===== src/pkg/pwrctl_consts.svh =====
// Timing and layout constants for the power control pin logic.
// Counts are in ticks of the 32.768 kHz oscillator unless said otherwise.
`ifndef PWRCTL_CONSTS_SVH
`define PWRCTL_CONSTS_SVH
`define CLK_PERIOD_NS 40
`define OSC_HZ 32768
`define GRST_HOLD_S 12
`define GRST_HOLD_TICKS (`GRST_HOLD_S * `OSC_HZ)
`define QUAL_TICKS 3
`define STARTUP_TICKS 8'h10
`define WDOG_TICKS 8'h40
`define GRST_OFF_TICKS 8'h08
`define KEY_RST_IDX 2
`define SYNC_RESET_VAL 1'b1
`endif


===== src/pkg/pwrctl_pkg.sv =====
// Types shared by the power control pin logic.
// Assumes pin levels arrive already converted to logic levels.
package pwrctl_pkg;
   typedef enum logic [2:0] {st_off, st_start, st_wdog, st_on, st_standby, st_lpoff, st_grst} pwr_state_t;
   typedef enum logic [1:0] {op_normal, op_usb_lpb, op_test} op_mode_t;
   typedef struct packed {
      logic keepalive_input;
      logic host_sleep_request;
      logic peripheral_sleep_request;
      logic [2:0] power_key_inputs;
      logic osc32k;
      logic cs_pin;
      logic mosi_pin;
      logic sclk_pin;
      logic sda_pin;
   } pin_in_t;
   typedef struct packed {
      logic startup_profile_strap_a;
      logic startup_profile_strap_b;
      logic mode_at_digital_core_rail;
      logic mode_at_analog_core_rail;
      logic id_at_ground;
      logic id_at_factory;
   } strap_in_t;
   typedef struct packed {
      logic global_reset_enable_bit;
      logic grst_active_high;
      logic host_sleep_pol;
      logic peripheral_sleep_pol;
      logic cold_start_on_wdog;
      logic lpoff_host_clk_on;
      logic hold_host_reset;
      logic hold_peripheral_reset;
      logic otg_bus_input_switch;
      logic lp_off_req;
   } cfg_t;
   typedef struct packed {
      pwr_state_t state;
      logic bus_is_spi;
      logic i2c_addr_lsb;
      op_mode_t op_mode;
      logic [1:0] startup_profile;
      logic id_floating;
      logic id_grounded;
      logic id_factory;
      logic standby_event;
   } status_t;
endpackage


===== src/power_control_pin_logic.sv =====
// Power control pin logic: modes, standby, global reset, straps, slow clocks, resets.
// Assumes one 25 MHz clock; all pin levels are asynchronous and synchronised here.
`timescale 1ns/1ps
`include "pwrctl_consts.svh"
module power_control_pin_logic #(
   parameter int GRST_TICKS = `GRST_HOLD_TICKS,
   parameter int IRQ_W = 16
) (
   // Clock and reset
   input wire logic clk_i,
   input wire logic reset_i,
   // Pins and straps
   input wire pwrctl_pkg::pin_in_t pins_i,
   input wire pwrctl_pkg::strap_in_t straps_i,
   // Configuration and events
   input wire pwrctl_pkg::cfg_t cfg_i,
   input wire logic [IRQ_W-1:0] irq_event_i,
   input wire logic [IRQ_W-1:0] irq_mask_i,
   // Serial engine side
   input wire logic spi_miso_i,
   input wire logic sda_drive_low_i,
   output logic serial_clk_o,
   output logic serial_cs_o,
   output logic serial_din_o,
   output logic miso_o,
   output logic miso_oe_o,
   // Status and control outputs
   output pwrctl_pkg::status_t status_o,
   output logic int_o,
   output logic host_slow_clock_out_o,
   output logic peripheral_slow_clock_out_o,
   output logic host_reset_out_n_o,
   output logic peripheral_reset_out_n_o,
   output logic charger_disable_o,
   output logic regs_default_o,
   output logic usb_switch_close_o
);
   import pwrctl_pkg::*;

   localparam int SW = $bits(pin_in_t) + $bits(strap_in_t);
   localparam int HW = $clog2(GRST_TICKS + 2);
   localparam int QUAL_M1 = `QUAL_TICKS - 1;

   // Pin synchroniser group
   logic [SW-1:0] s1_ff, s2_ff, s3_ff, flt_ff, nxt_flt;
   pin_in_t pin;
   strap_in_t strap;

   always_comb
   begin
      // Level moves only once the last two stages agree
      nxt_flt = (~(s2_ff ^ s3_ff) & s3_ff) | ((s2_ff ^ s3_ff) & flt_ff);
   end

   always_ff @(posedge clk_i)
   begin
      if (reset_i)
      begin
         s1_ff <= {SW{`SYNC_RESET_VAL}};
         s2_ff <= {SW{`SYNC_RESET_VAL}};
         s3_ff <= {SW{`SYNC_RESET_VAL}};
         flt_ff <= {SW{`SYNC_RESET_VAL}};
      end
      else
      begin
         s1_ff <= {pins_i, straps_i};
         s2_ff <= s1_ff;
         s3_ff <= s2_ff;
         flt_ff <= nxt_flt;
      end
   end

   assign {pin, strap} = flt_ff;

   // Control group
   pwr_state_t state_ff, nxt_state;
   logic [7:0] tmr_ff, nxt_tmr;
   logic [HW-1:0] hold_ff, nxt_hold;
   logic [1:0] qual_ff, nxt_qual;
   logic stby_ff, nxt_stby, osc_d_ff, key3_d_ff;
   logic bus_spi_ff, nxt_bus_spi, addr_ff, nxt_addr;
   op_mode_t op_ff, nxt_op;
   logic [1:0] prof_ff, nxt_prof;
   logic int_ff, nxt_int, hclk_ff, nxt_hclk, pclk_ff, nxt_pclk;
   logic hrst_ff, nxt_hrst, prst_ff, nxt_prst, chg_ff, nxt_chg, def_ff, usb_ff;
   logic sclk_ff, cs_ff, din_ff, miso_ff, oe_ff;
   logic nxt_sclk, nxt_cs, nxt_din, nxt_miso, nxt_oe;
   logic tick, key_on, key3, both, grst_en, grst_fire, in_on, latch_now;

   always_comb
   begin
      tick = pin.osc32k & ~osc_d_ff;
      key_on = ~&pin.power_key_inputs;
      key3 = pin.power_key_inputs[`KEY_RST_IDX];
      in_on = (state_ff == st_on) || (state_ff == st_standby);
      both = (pin.host_sleep_request == cfg_i.host_sleep_pol) &&
             (pin.peripheral_sleep_request == cfg_i.peripheral_sleep_pol);
      grst_en = cfg_i.grst_active_high ? cfg_i.global_reset_enable_bit
                                       : ~cfg_i.global_reset_enable_bit;
      // Release edge after a hold past the limit; shorter holds fall through as a plain key
      grst_fire = key3 && !key3_d_ff && (hold_ff > HW'(GRST_TICKS)) && grst_en;

      // Hold counter restarts whenever the key is up
      nxt_hold = hold_ff;
      if (key3)
         nxt_hold = '0;
      else if (tick && hold_ff <= HW'(GRST_TICKS))
         nxt_hold = hold_ff + HW'(1);

      // Standby qualification; forced idle outside On so start-up never sees it
      nxt_stby = stby_ff;
      nxt_qual = '0;
      if (!in_on)
         nxt_stby = 1'b0;
      else if (both != stby_ff)
      begin
         nxt_qual = qual_ff;
         if (tick)
         begin
            if (qual_ff == 2'(QUAL_M1))
            begin
               nxt_stby = both;
               nxt_qual = '0;
            end
            else
               nxt_qual = qual_ff + 2'h1;
         end
      end

      nxt_state = state_ff;
      if (grst_fire && state_ff != st_grst)
         nxt_state = st_grst;
      else
      begin
         unique case (state_ff)
            st_off:
               if (key_on)
                  nxt_state = st_start;
            st_start:
               if (tmr_ff == `STARTUP_TICKS)
                  nxt_state = st_wdog;
            st_wdog:
               if (pin.keepalive_input)
                  nxt_state = st_on;
               else if (tmr_ff == `WDOG_TICKS)
                  nxt_state = st_off;
            st_on, st_standby:
               if (!pin.keepalive_input)
                  nxt_state = cfg_i.cold_start_on_wdog ? st_start : st_off;
               else if (state_ff == st_on && cfg_i.lp_off_req)
                  nxt_state = st_lpoff;
               else if (state_ff == st_on && stby_ff)
                  nxt_state = st_standby;
               else if (state_ff == st_standby && !stby_ff)
                  nxt_state = st_on;
            st_lpoff:
               if (key_on)
                  nxt_state = st_wdog;
            st_grst:
               if (tmr_ff == `GRST_OFF_TICKS)
                  nxt_state = st_start;
         endcase
      end
      nxt_tmr = (nxt_state != state_ff) ? 8'h00 : (tick ? tmr_ff + 8'h01 : tmr_ff);

      // Straps are caught on every entry into start-up
      latch_now = (nxt_state == st_start) && (state_ff != st_start);
      nxt_bus_spi = latch_now ? ~pin.cs_pin : bus_spi_ff;
      nxt_addr = latch_now ? pin.mosi_pin : addr_ff;
      nxt_prof = latch_now ? {strap.startup_profile_strap_b, strap.startup_profile_strap_a} : prof_ff;
      nxt_op = op_ff;
      if (latch_now)
         nxt_op = strap.mode_at_analog_core_rail ? op_test :
                  (strap.mode_at_digital_core_rail ? op_usb_lpb : op_normal);

      nxt_int = |(irq_event_i & ~irq_mask_i);
      nxt_hclk = pin.osc32k && !(state_ff inside {st_off, st_grst}) &&
                 (state_ff != st_lpoff || cfg_i.lpoff_host_clk_on);
      nxt_pclk = pin.osc32k && (state_ff inside {st_start, st_wdog, st_on});
      nxt_hrst = in_on && !cfg_i.hold_host_reset;
      nxt_prst = in_on && !cfg_i.hold_peripheral_reset;
      nxt_chg = (nxt_state == st_grst);

      // Serial pin routing; in I2C mode chip select is dead and SDA is open drain
      nxt_sclk = pin.sclk_pin;
      nxt_cs = bus_spi_ff & pin.cs_pin;
      nxt_din = bus_spi_ff ? pin.mosi_pin : pin.sda_pin;
      nxt_miso = bus_spi_ff ? spi_miso_i : 1'b0;
      nxt_oe = bus_spi_ff ? pin.cs_pin : sda_drive_low_i;
   end

   always_ff @(posedge clk_i)
   begin
      if (reset_i)
      begin
         state_ff <= st_off;
         tmr_ff <= 8'h00;
         hold_ff <= '0;
         qual_ff <= 2'h0;
         stby_ff <= 1'b0;
         // Idle level of the filtered pin, so no false tick follows reset
         osc_d_ff <= `SYNC_RESET_VAL;
         key3_d_ff <= 1'b1;
         bus_spi_ff <= 1'b1;
         addr_ff <= 1'b0;
         op_ff <= op_normal;
         prof_ff <= 2'h0;
         int_ff <= 1'b0;
         hclk_ff <= 1'b0;
         pclk_ff <= 1'b0;
         hrst_ff <= 1'b0;
         prst_ff <= 1'b0;
         chg_ff <= 1'b0;
         def_ff <= 1'b0;
         usb_ff <= 1'b0;
         sclk_ff <= 1'b0;
         cs_ff <= 1'b0;
         din_ff <= 1'b0;
         miso_ff <= 1'b0;
         oe_ff <= 1'b0;
      end
      else
      begin
         state_ff <= nxt_state;
         tmr_ff <= nxt_tmr;
         hold_ff <= nxt_hold;
         qual_ff <= nxt_qual;
         stby_ff <= nxt_stby;
         osc_d_ff <= pin.osc32k;
         key3_d_ff <= key3;
         bus_spi_ff <= nxt_bus_spi;
         addr_ff <= nxt_addr;
         op_ff <= nxt_op;
         prof_ff <= nxt_prof;
         int_ff <= nxt_int;
         hclk_ff <= nxt_hclk;
         pclk_ff <= nxt_pclk;
         hrst_ff <= nxt_hrst;
         prst_ff <= nxt_prst;
         chg_ff <= nxt_chg;
         def_ff <= grst_fire;
         usb_ff <= cfg_i.otg_bus_input_switch;
         sclk_ff <= nxt_sclk;
         cs_ff <= nxt_cs;
         din_ff <= nxt_din;
         miso_ff <= nxt_miso;
         oe_ff <= nxt_oe;
      end
   end

   always_comb
   begin
      status_o.state = state_ff;
      status_o.bus_is_spi = bus_spi_ff;
      status_o.i2c_addr_lsb = addr_ff;
      status_o.op_mode = op_ff;
      status_o.startup_profile = prof_ff;
      // Both comparators quiet means nothing pulls the id pin
      status_o.id_floating = ~strap.id_at_ground & ~strap.id_at_factory;
      status_o.id_grounded = strap.id_at_ground;
      status_o.id_factory = strap.id_at_factory;
      status_o.standby_event = stby_ff;
   end

   assign int_o = int_ff;
   assign host_slow_clock_out_o = hclk_ff;
   assign peripheral_slow_clock_out_o = pclk_ff;
   assign host_reset_out_n_o = hrst_ff;
   assign peripheral_reset_out_n_o = prst_ff;
   assign charger_disable_o = chg_ff;
   assign regs_default_o = def_ff;
   assign usb_switch_close_o = usb_ff;
   assign serial_clk_o = sclk_ff;
   assign serial_cs_o = cs_ff;
   assign serial_din_o = din_ff;
   assign miso_o = miso_ff;
   assign miso_oe_o = oe_ff;
endmodule


===== config.mk =====
export PLATFORM = sky130hd
export DESIGN_NAME = power_control_pin_logic
export DESIGN_NICKNAME = d
export VERILOG_FILES = /design/src/pkg/pwrctl_pkg.sv /design/src/power_control_pin_logic.sv
export VERILOG_INCLUDE_DIRS = /design/src /design/src/pkg
export SDC_FILE = /design/constraint.sdc
export NUM_CORES = 1
export LEC_CHECK = 0
export ABC_AREA = 1
export BUFFER_PORTS_ARGS = -buffer_cell sky130_fd_sc_hd__clkbuf_2
export CORE_MARGIN = 2
export CORE_UTILIZATION = 55
export DETAILED_ROUTE_END_ITERATION = 6
export GPL_TIMING_DRIVEN = 0
export HOLD_SLACK_MARGIN = 0.1
export PLACE_DENSITY = 0.89
export SYNTH_ARGS = -nofsm -noshare
export SYNTH_HDL_FRONTEND = slang
export SYNTH_SLANG_ARGS = --single-unit

===== constraint.sdc =====
create_clock -name clk_i -period 1.8 [get_ports clk_i]
set_input_delay 0.18 -clock clk_i [delete_from_list [all_inputs] [get_ports clk_i]]
set_output_delay 0.18 -clock clk_i [all_outputs]
set_load 0.05 [all_outputs]

---- Yosys cells after proc, flatten, opt, wreduce, memory -nomap -nowiden ----
Index checks and enable logic that the tools add are counted.
cells by class
  add/subtract/negate cells ............... 3
  $lt $le $gt $ge ......................... 2
  equal/unequal tests ..................... 19
  bitwise gates (word level) .............. 18
  reduce and logical (&&, ||, !) cells .... 34
  muxes and demuxes ....................... 19
operators with widths
  kind                   number
  $and 17x17->17         2
  $mux 3                 11
  $add 19x1->19 const B  1
  $gt 19x19->1 const B   1
  $le 19x19->1 const B   1
  $pmux 3 s6             1
  $not 17->17            1
  $or 17x17->17          1
  $xor 17x17->17         1
  $and 16x16->16         1
  $not 16->16            1
  $reduce_or 16->1       1
  $logic_and 1x1->1      15
  $eq 3x3->1 const B     4
  $reduce_or 2->1        5
  $add 8x1->8 const B    1
  $eq 8x4->1 const B     1
  $eq 8x5->1 const B     1
  $eq 8x7->1 const B     1
  $not 1->1              8
  $eq 3x1->1 const B     2
  $eq 3x2->1 const B     2
  $ne 3x3->1 const B     2
  $reduce_and 3->1       2
  15 further kinds       28
storage, ports and cells
  bits of input ports ..................... 63
  output and inout port bits .............. 26
  logic and storage cells ................. 123
  flip-flop bits (word level) ............. 122

---- Logic depth before layout (Yosys ltp) ----
Gate-level depths: netlist of the first run.
  depth in word-level cells ............... 10
  depth in mapped cells ................... 15
  gate-level depth less buffers ........... 15

---- Worst setup path after synthesis of the first run ----
OpenSTA, ideal clock, no wires.
  path kind ............................... reg2reg
  start point ............................. register state_ff[0]
  end point ............................... register bus_spi_ff
  library setup time ...................... 129 ps
  arrival time ............................ 1,779 ps
  period minus slack after synthesis ...... 1,908 ps
  path slack .............................. -108 ps
  data required time ...................... 1,671 ps
  path buffers ............................ 1
  cell stages (with the launch flop) ...... 13
  cells stage by stage .................... dfxtp_1 buf_4 inv_1 nor3_1 nand2_1 nand2_1 nor2_1 nand2_1 nand2_2 inv_1 nand3_1 nand2_1 nand3_1
on the way
  longest elaborated chain between the ends .. 10
  elaborated cells between the ends (all ways) .. 28
  those cells by class .................... eq/ne (9); mux (12); reduce/logical (7)
ends and longest elaborated chain
  what                    RTL line                                                        text
  from (decl)             power_control_pin_logic.sv:76                                   pwr_state_t state_ff, nxt_state;
  from (signal assigned)  power_control_pin_logic.sv:196                                  state_ff <= st_off;
  from (signal assigned)  power_control_pin_logic.sv:224                                  state_ff <= nxt_state;
  $eq 3x3->1              power_control_pin_logic.sv:135, power_control_pin_logic.sv:154
  $logic_and 1x1->1       power_control_pin_logic.sv:154                                  else if (state_ff == st_standby && !stby_ff)
  $mux 3                  power_control_pin_logic.sv:154
  $mux 3                  power_control_pin_logic.sv:152                                  else if (state_ff == st_on && stby_ff)
  $mux 3                  power_control_pin_logic.sv:150                                  else if (state_ff == st_on && cfg_i.lp_off_req)
  $mux 3                  power_control_pin_logic.sv:148                                  if (!pin.keepalive_input)
  $pmux 3 s6              power_control_pin_logic.sv:135                                  unique case (state_ff)
  $mux 3                  power_control_pin_logic.sv:131                                  if (grst_fire && state_ff != st_grst)
  $eq 3x1->1              power_control_pin_logic.sv:167                                  latch_now = (nxt_state == st_start) && (state_ff != st_start);
  $logic_and 1x1->1 (*)   power_control_pin_logic.sv:167
  to (signal assigned)    power_control_pin_logic.sv:231                                  bus_spi_ff <= nxt_bus_spi;
  to (decl)               power_control_pin_logic.sv:81                                   logic bus_spi_ff, nxt_bus_spi, addr_ff, nxt_addr;
Every way passes the cells marked *; elsewhere a longest branch is shown, timed or not.
A chain may end at the register's enable or synchronous reset.

---- Worst setup path in the final report of the first run ----
  start point ............................. register hold_ff[1]
  end point ............................... register hold_ff[11]
on the way
  longest elaborated chain between the ends .. 2
  elaborated cells between the ends (all ways) .. 3
  those cells by class .................... add/sub (1); order compare (1); reduce/logical (1)
ends and longest elaborated chain
  what                    RTL line                        text
  from (decl)             power_control_pin_logic.sv:78   logic [HW-1:0] hold_ff, nxt_hold;
  from (signal assigned)  power_control_pin_logic.sv:226  hold_ff <= nxt_hold;
  $le 19x19->1            power_control_pin_logic.sv:107  else if (tick && hold_ff <= HW'(GRST_TICKS))
  $logic_and 1x1->1       power_control_pin_logic.sv:107
Parallel ways exist; a longest one is shown, timed or not.

==> flow_summary.toml, run 1 <==
[outcome]
outcome = "finished, violations left"
violations = "negative setup slack"

[grt]
grt-ovfl-total = 0
grt_pass1_vias = 4776
grt_usage = 0.273
antenna_found_initial = 0
grt_max_degree = 17
grt_first_pass_wirelength_um = 21500

[synthesis]
synth-seq-cells = 122
synthesis.area_um2 = 4940
synth_top_family_by_area = "simple AND/OR/NAND/NOR gates"
synth_xor_area_frac = 0.0248
synthSimpleGateAreaFrac = 0.288
synth-compound-area-share = 0.0930
async_reset_ff_frac = 0
synthCells = 618
ys_warn_count = 0
synth_cell_type_count = 36
synth_fa_ha_area_frac = 0.0101
avgSynthCellArea_um2 = 7.99
syn-num-nets = 685
synth_edf_count = 0
synthMuxAreaShare = 0
synth_ff_type = "dfxtp_1"
yosysSeqAreaShare = 0.495

[cts]
clkTransAtPathRegs_ns = 0.06
clkSinkCount = 122
cts-buffers-inserted = 17
insertion_delay_ns = 0.53
cts.path.max_buffers = 2
cts_tree = "done"
cts_root_buf = "clkbuf_8"
cts_max_level = 4

[timing]
period_minus_slack_ns = 2.01
max_slew_margin = 0.611
hold_slack_ns = 0.114
setup_viol = 27
fmax_ghz = 0.498
worst_pin_slew_ns = 0.584
finalCritPeriodShare = 1.12
grt_setup_unrepaired = "yes"
fin_ws_ns = -0.208
slew_violations = 0
finalSetupTns_ns = -3.82
finClkSkew_ns = 0.0163
final_hold_viol_count = 0

[layout]
num-fill-cells = 515
layout-drive-gt1-share = 0.316
multi_input_area_um2 = 2190
register_area_um2 = 2450
layout.nets = 836
most-common-layout-cells = "dfxtp_1 (117), nand2_1 (92), clkbuf_2 (87)"
area_delta_synth_final_pct = 35.0
n_antenna_cell = 0
fin_cells = 889
layout_commonest_cell = "dfxtp_1"

[routing]
via_per_inst = 5.45
initialDrtViolationCount = 361
via_count = 4842
routed_wl_um = 13500
postRouteAntennaNets = 0
wire_per_inst_um = 15.2
drt_first_pass_iters = 6
drc_errors = 0

[pwr]
p_sw_w = 0.00255
pwr-share-clk = 0.419
p_sw_frac = 0.322
p_int_w = 0.00537
p_comb_frac = 0.209
power.leakage_nw = 3.04
irDropWorstVdd_uv = 723
powerDensity_nw_per_um2 = 1190
power_frac_seq = 0.372

[critical_path]
cp_num_cells = 15
startpoint_type = "flop"
end_kind = "flop"
crit_type = "reg2reg"
critPathArrivalTime_ns = 2.43
worstReg2RegStart = "hold_ff[1]"
cp-startpoint = "hold_ff[1]"
max_stage_delay_ns = 0.33
reg2reg_depth = 15
cp_slowest_cell = "dfxtp_2"
path_buf_inv = 3
critPathRequiredTime_ns = 2.22
critPathMaxFanout = 5
cpLargestDelayFamily = "simple AND/OR/NAND/NOR gates"
path_cells = "inv_2 -> ha_4 -> inv_2 -> nor2_2 -> nand2_1 -> nor2_2 -> nand2_2 -> nand2_2 -> nand2_4 -> nor2_4 -> nand2_4 -> nor2_4 -> buf_4 -> a21oi_1 -> o21a_1"

[floorplan]
dieArea_um2 = 9750
start_util = 0.566
core_area_um2 = 8720
die-width_um = 98.7
die_h_um = 98.7
io_pins = 89
row_count = 34

[place]
hpwl_um = 7950
dpl.cell_count = 813
numPortBuffers = 87
gp_congestion = 0.919

[job]
max_cap_violations = 0

[min_path]
hp-class = "in2reg"
hp-start = "reset_i"
hold_depth = 2
## worst register-to-register path: stages (launching register included)
cell,delay [ns]
dfxtp_2,0.33
inv_2,0.09
ha_4,0.14
inv_2,0.03
nor2_2,0.09
nand2_1,0.08
nor2_2,0.15
nand2_2,0.10
nand2_2,0.11
nand2_4,0.10
nor2_4,0.14
nand2_4,0.09
nor2_4,0.13
buf_4,0.14
a21oi_1,0.05
o21a_1,0.11
## path summary, 6_finish.rpt
check,to,slack [ns]
worst max-delay path,hold_ff[11],-0.21
worst min-delay path,s1_ff[16],0.11
worst max register to register,hold_ff[11],-0.21
worst min register to register,s2_ff[14],0.41
## layout make-up
type                            instances  share of cell area
Tap cell                              108              0.0203
Clock inverter                         14              0.0242
Timing Repair Buffer                  132               0.129
Buffer                                 20              0.0197
Sequential cell                       122               0.367
Inverter                               85              0.0490
Multi-Input combinational cell        391               0.329
Clock buffer                           17              0.0621
## layer usage
metal,up-vias,share of wire,GRT usage
li1,2272,-,-
met1,2207,0.39,0.305
met2,303,0.50,0.485
met3,60,0.078,0.0752
met4,0,0.037,0.122
met5,-,0,0
## cell usage after synthesis (3+ instances only)
library cell,instances,share of area
nor3_1,17,0.017
nor4_1,5,0.0063
nand2_2,3,0.0038
xor2_1,10,0.018
a21oi_1,30,0.030
buf_4,6,0.0091
ha_1,4,0.010
or2_2,50,0.063
clkbuf_1,10,0.0076
inv_1,81,0.062
nand4_1,14,0.018
nor2_4,4,0.0091
nand3_1,19,0.019
nand2_1,96,0.073
xnor2_1,4,0.0071
a31oi_1,3,0.0038
o22ai_1,8,0.010
nor2_1,68,0.052
nor2_2,4,0.0051
o21ai_0,32,0.032
buf_6,3,0.0068
nand3_2,6,0.012
dfxtp_1,122,0.49
## logic make-up (layout without fill, tap and decap cells)
kind of cell             after synthesis  count (layout)
AND/OR/NAND/NOR                      290             290
XOR/XNOR                              14              14
AO/OA/AOI/OAI                         83              83
adder cells (fa/ha/maj)                4               4
buffers and inverters                105             268
flip-flops                           122             122
## through the flow
step / cell area [µm²] / setup slack, ns / utilization / power, W
2_1_floorplan: 4940 / 0.0697 / - / 0.00410
3_3_place_gp: 5510 / -0.121 / 0.632 / 0.00439
3_5_place_dp: 5510 / -0.186 / 0.632 / 0.00446
4_1_cts: 6560 / -0.116 / 0.753 / 0.00789
5_1_grt: 6670 / -0.303 / 0.764 / 0.00818
6_report: 6670 / -0.208 / 0.764 / 0.00792
## power by group through the flow
stage	clock network [W]	logic [W]	registers (W)
finish	0.00332	0.00166	0.00295
global route	0.00345	0.00177	0.00296
CTS	0.00332	0.00162	0.00295
detailed placement	0	0.00146	0.00300
global placement	0	0.00140	0.00299
floorplan	0	0.000791	0.00331
## timing repair
action	CTS	global route
cloned	0	0
pin swaps	21	10
endpoints found under the setup margin	30	35
setup buffers	11	2
gates resized for setup	28	26
hold endpoints to repair	26	0
hold buffers	32	0
Power figures use the tool's default switching activity.
==> inputs of run 2 (changes only) <==
- TNS_END_PERCENT: not set -> 50
==> flow_summary.toml, run 2 (synthesis results as in run 1) <==
[place]
hpwl_um = 7950
numPortBuffers = 87
dp_slack_ns = -0.186
dpl.cell_count = 813
gp_congestion = 0.919

[floorplan]
start_util = 0.566
core_area_um2 = 8720
die_h_um = 98.7
io_pins = 89
row_count = 34
die-width_um = 98.7
dieArea_um2 = 9750

[critical_path]
startpoint_type = "flop"
r2r-end = "hold_ff[9]"
cp-startpoint = "hold_ff[1]"
critPathArrivalTime_ns = 2.45
rrSetupSlack_ns = -0.22
critPathMaxFanout = 5
cp-endpoint = "hold_ff[9]"
critPathRequiredTime_ns = 2.23
end_kind = "flop"
crit_type = "reg2reg"
worstReg2RegStart = "hold_ff[1]"
reg2reg_depth = 15

[outcome]
outcome = "finished, violations left"
violations = "design-rule violations, negative setup slack"

[job]
max_cap_violations = 0

[cts]
clkSinkCount = 122
clkTransAtPathRegs_ns = 0.06
cts_tree = "done"
cts.path.max_buffers = 2
cts-buffers-inserted = 17
cts_max_level = 4
insertion_delay_ns = 0.51
cts_root_buf = "clkbuf_8"

[routing]
via_count = 4744
postRouteAntennaNets = 0
drt_first_pass_iters = 7
routed_wl_um = 12900
drc_errors = 2
via_per_inst = 5.35
initialDrtViolationCount = 327
wire_per_inst_um = 14.6

[pwr]
irDropWorstVdd_uv = 721
p_sw_w = 0.00253
p_comb_frac = 0.209
p_int_w = 0.00537
pwr-share-clk = 0.417
power_frac_seq = 0.374
power.leakage_nw = 2.99
powerDensity_nw_per_um2 = 1190
p_sw_frac = 0.320

[grt]
grt-ovfl-total = 0
antenna_found_initial = 0
grt_max_degree = 17
grt_first_pass_wirelength_um = 21300
grt_usage = 0.270
grt_pass1_vias = 4771

[timing]
grt_setup_unrepaired = "yes"
final_hold_viol_count = 0
period_minus_slack_ns = 2.02
finalCritPeriodShare = 1.12
worst_pin_slew_ns = 0.570
slew_violations = 0
hold_slack_ns = 0.121
setup_viol = 24
fin_ws_ns = -0.222
max_slew_margin = 0.620
fmax_ghz = 0.495
finClkSkew_ns = 0.00528

[layout]
most-common-layout-cells = "dfxtp_1 (117), nand2_1 (92), clkbuf_2 (87)"
layout-drive-gt1-share = 0.315
area_delta_synth_final_pct = 34.2
layout.nets = 834
fin_util = 0.760
n_antenna_cell = 0
fin_cells = 887
layout_commonest_cell = "dfxtp_1"

[min_path]
hp-class = "in2reg"
[run 2: worst min path at each step]
stage	startpoint	end	slack, ns	cells past startpoint
2_1_floorplan	cfg_i[3]	host_reset_out_n_o	0.25	1
3_3_place_gp	cfg_i[3]	host_reset_out_n_o	0.34	2
3_5_place_dp	cfg_i[2]	peripheral_reset_out_n_o	0.34	2
4_1_cts	reset_i	s2_ff[1]	0.11	2
5_1_grt	reset_i	s2_ff[5]	0.17	2
6_report	reset_i	s2_ff[1]	0.12	2
[run 2: layout make-up]
| type | instances | area (µm²) |
|---|---|---|
| plain buffers | 20 | 124 |
| clock buffers | 17 | 414 |
| clock inverters | 14 | 161 |
| fillers | 530 | 2090 |
| inverters | 85 | 324 |
| multi-input cells | 391 | 2180 |
| flip-flops and latches | 122 | 2450 |
| well taps | 108 | 135 |
| repair buffers | 130 | 838 |
[run 2: layer usage]
layer | vias up | share of wire | track usage
met3 | 65 | 0.072 | 0.0723
met2 | 251 | 0.50 | 0.480
met5 | - | 0 | 0
li1 | 2270 | - | -
met4 | 0 | 0.039 | 0.128
met1 | 2158 | 0.39 | 0.298
[run 2: per-stage QoR]
stage / setup TNS [ns] / area, µm² / total power (W)
2_1_floorplan: 0 / 4940 / 0.00410
3_3_place_gp: -1.51 / 5510 / 0.00439
3_5_place_dp: -2.77 / 5510 / 0.00446
4_1_cts: -1.29 / 6550 / 0.00789
5_1_grt: -5.80 / 6630 / 0.00816
6_report: -3.41 / 6630 / 0.00789
[run 2: worst max-delay path: stages (launching register included)]
cell     delay (ns)
dfxtp_2        0.32
inv_2          0.08
ha_4           0.13
inv_2          0.03
nor2_2         0.12
nand2_1        0.09
nor2_2         0.15
nand2_2        0.11
nand2_2        0.12
nand2_4        0.09
nor2_4         0.15
nand2_4        0.09
buf_4          0.16
nor2_1         0.08
nor2_1         0.05
nor3_1         0.16
[run 2: power by group through the flow]
stage          clock [W]  combinational, W  sequential, W
6_report         0.00329           0.00165        0.00295
5_1_grt          0.00343           0.00177        0.00296
4_1_cts          0.00332           0.00162        0.00295
3_5_place_dp           0           0.00146        0.00300
3_3_place_gp           0           0.00140        0.00299
2_1_floorplan          0          0.000791        0.00331
[run 2: timing repair]
action                                  4_1_cts  5_1_grt
hold endpoints to repair                     26        0
setup buffers                                10        1
endpoints found under the setup margin       30       35
resized for setup                            25       24
hold buffers                                 32        0
pin swaps                                    18        8
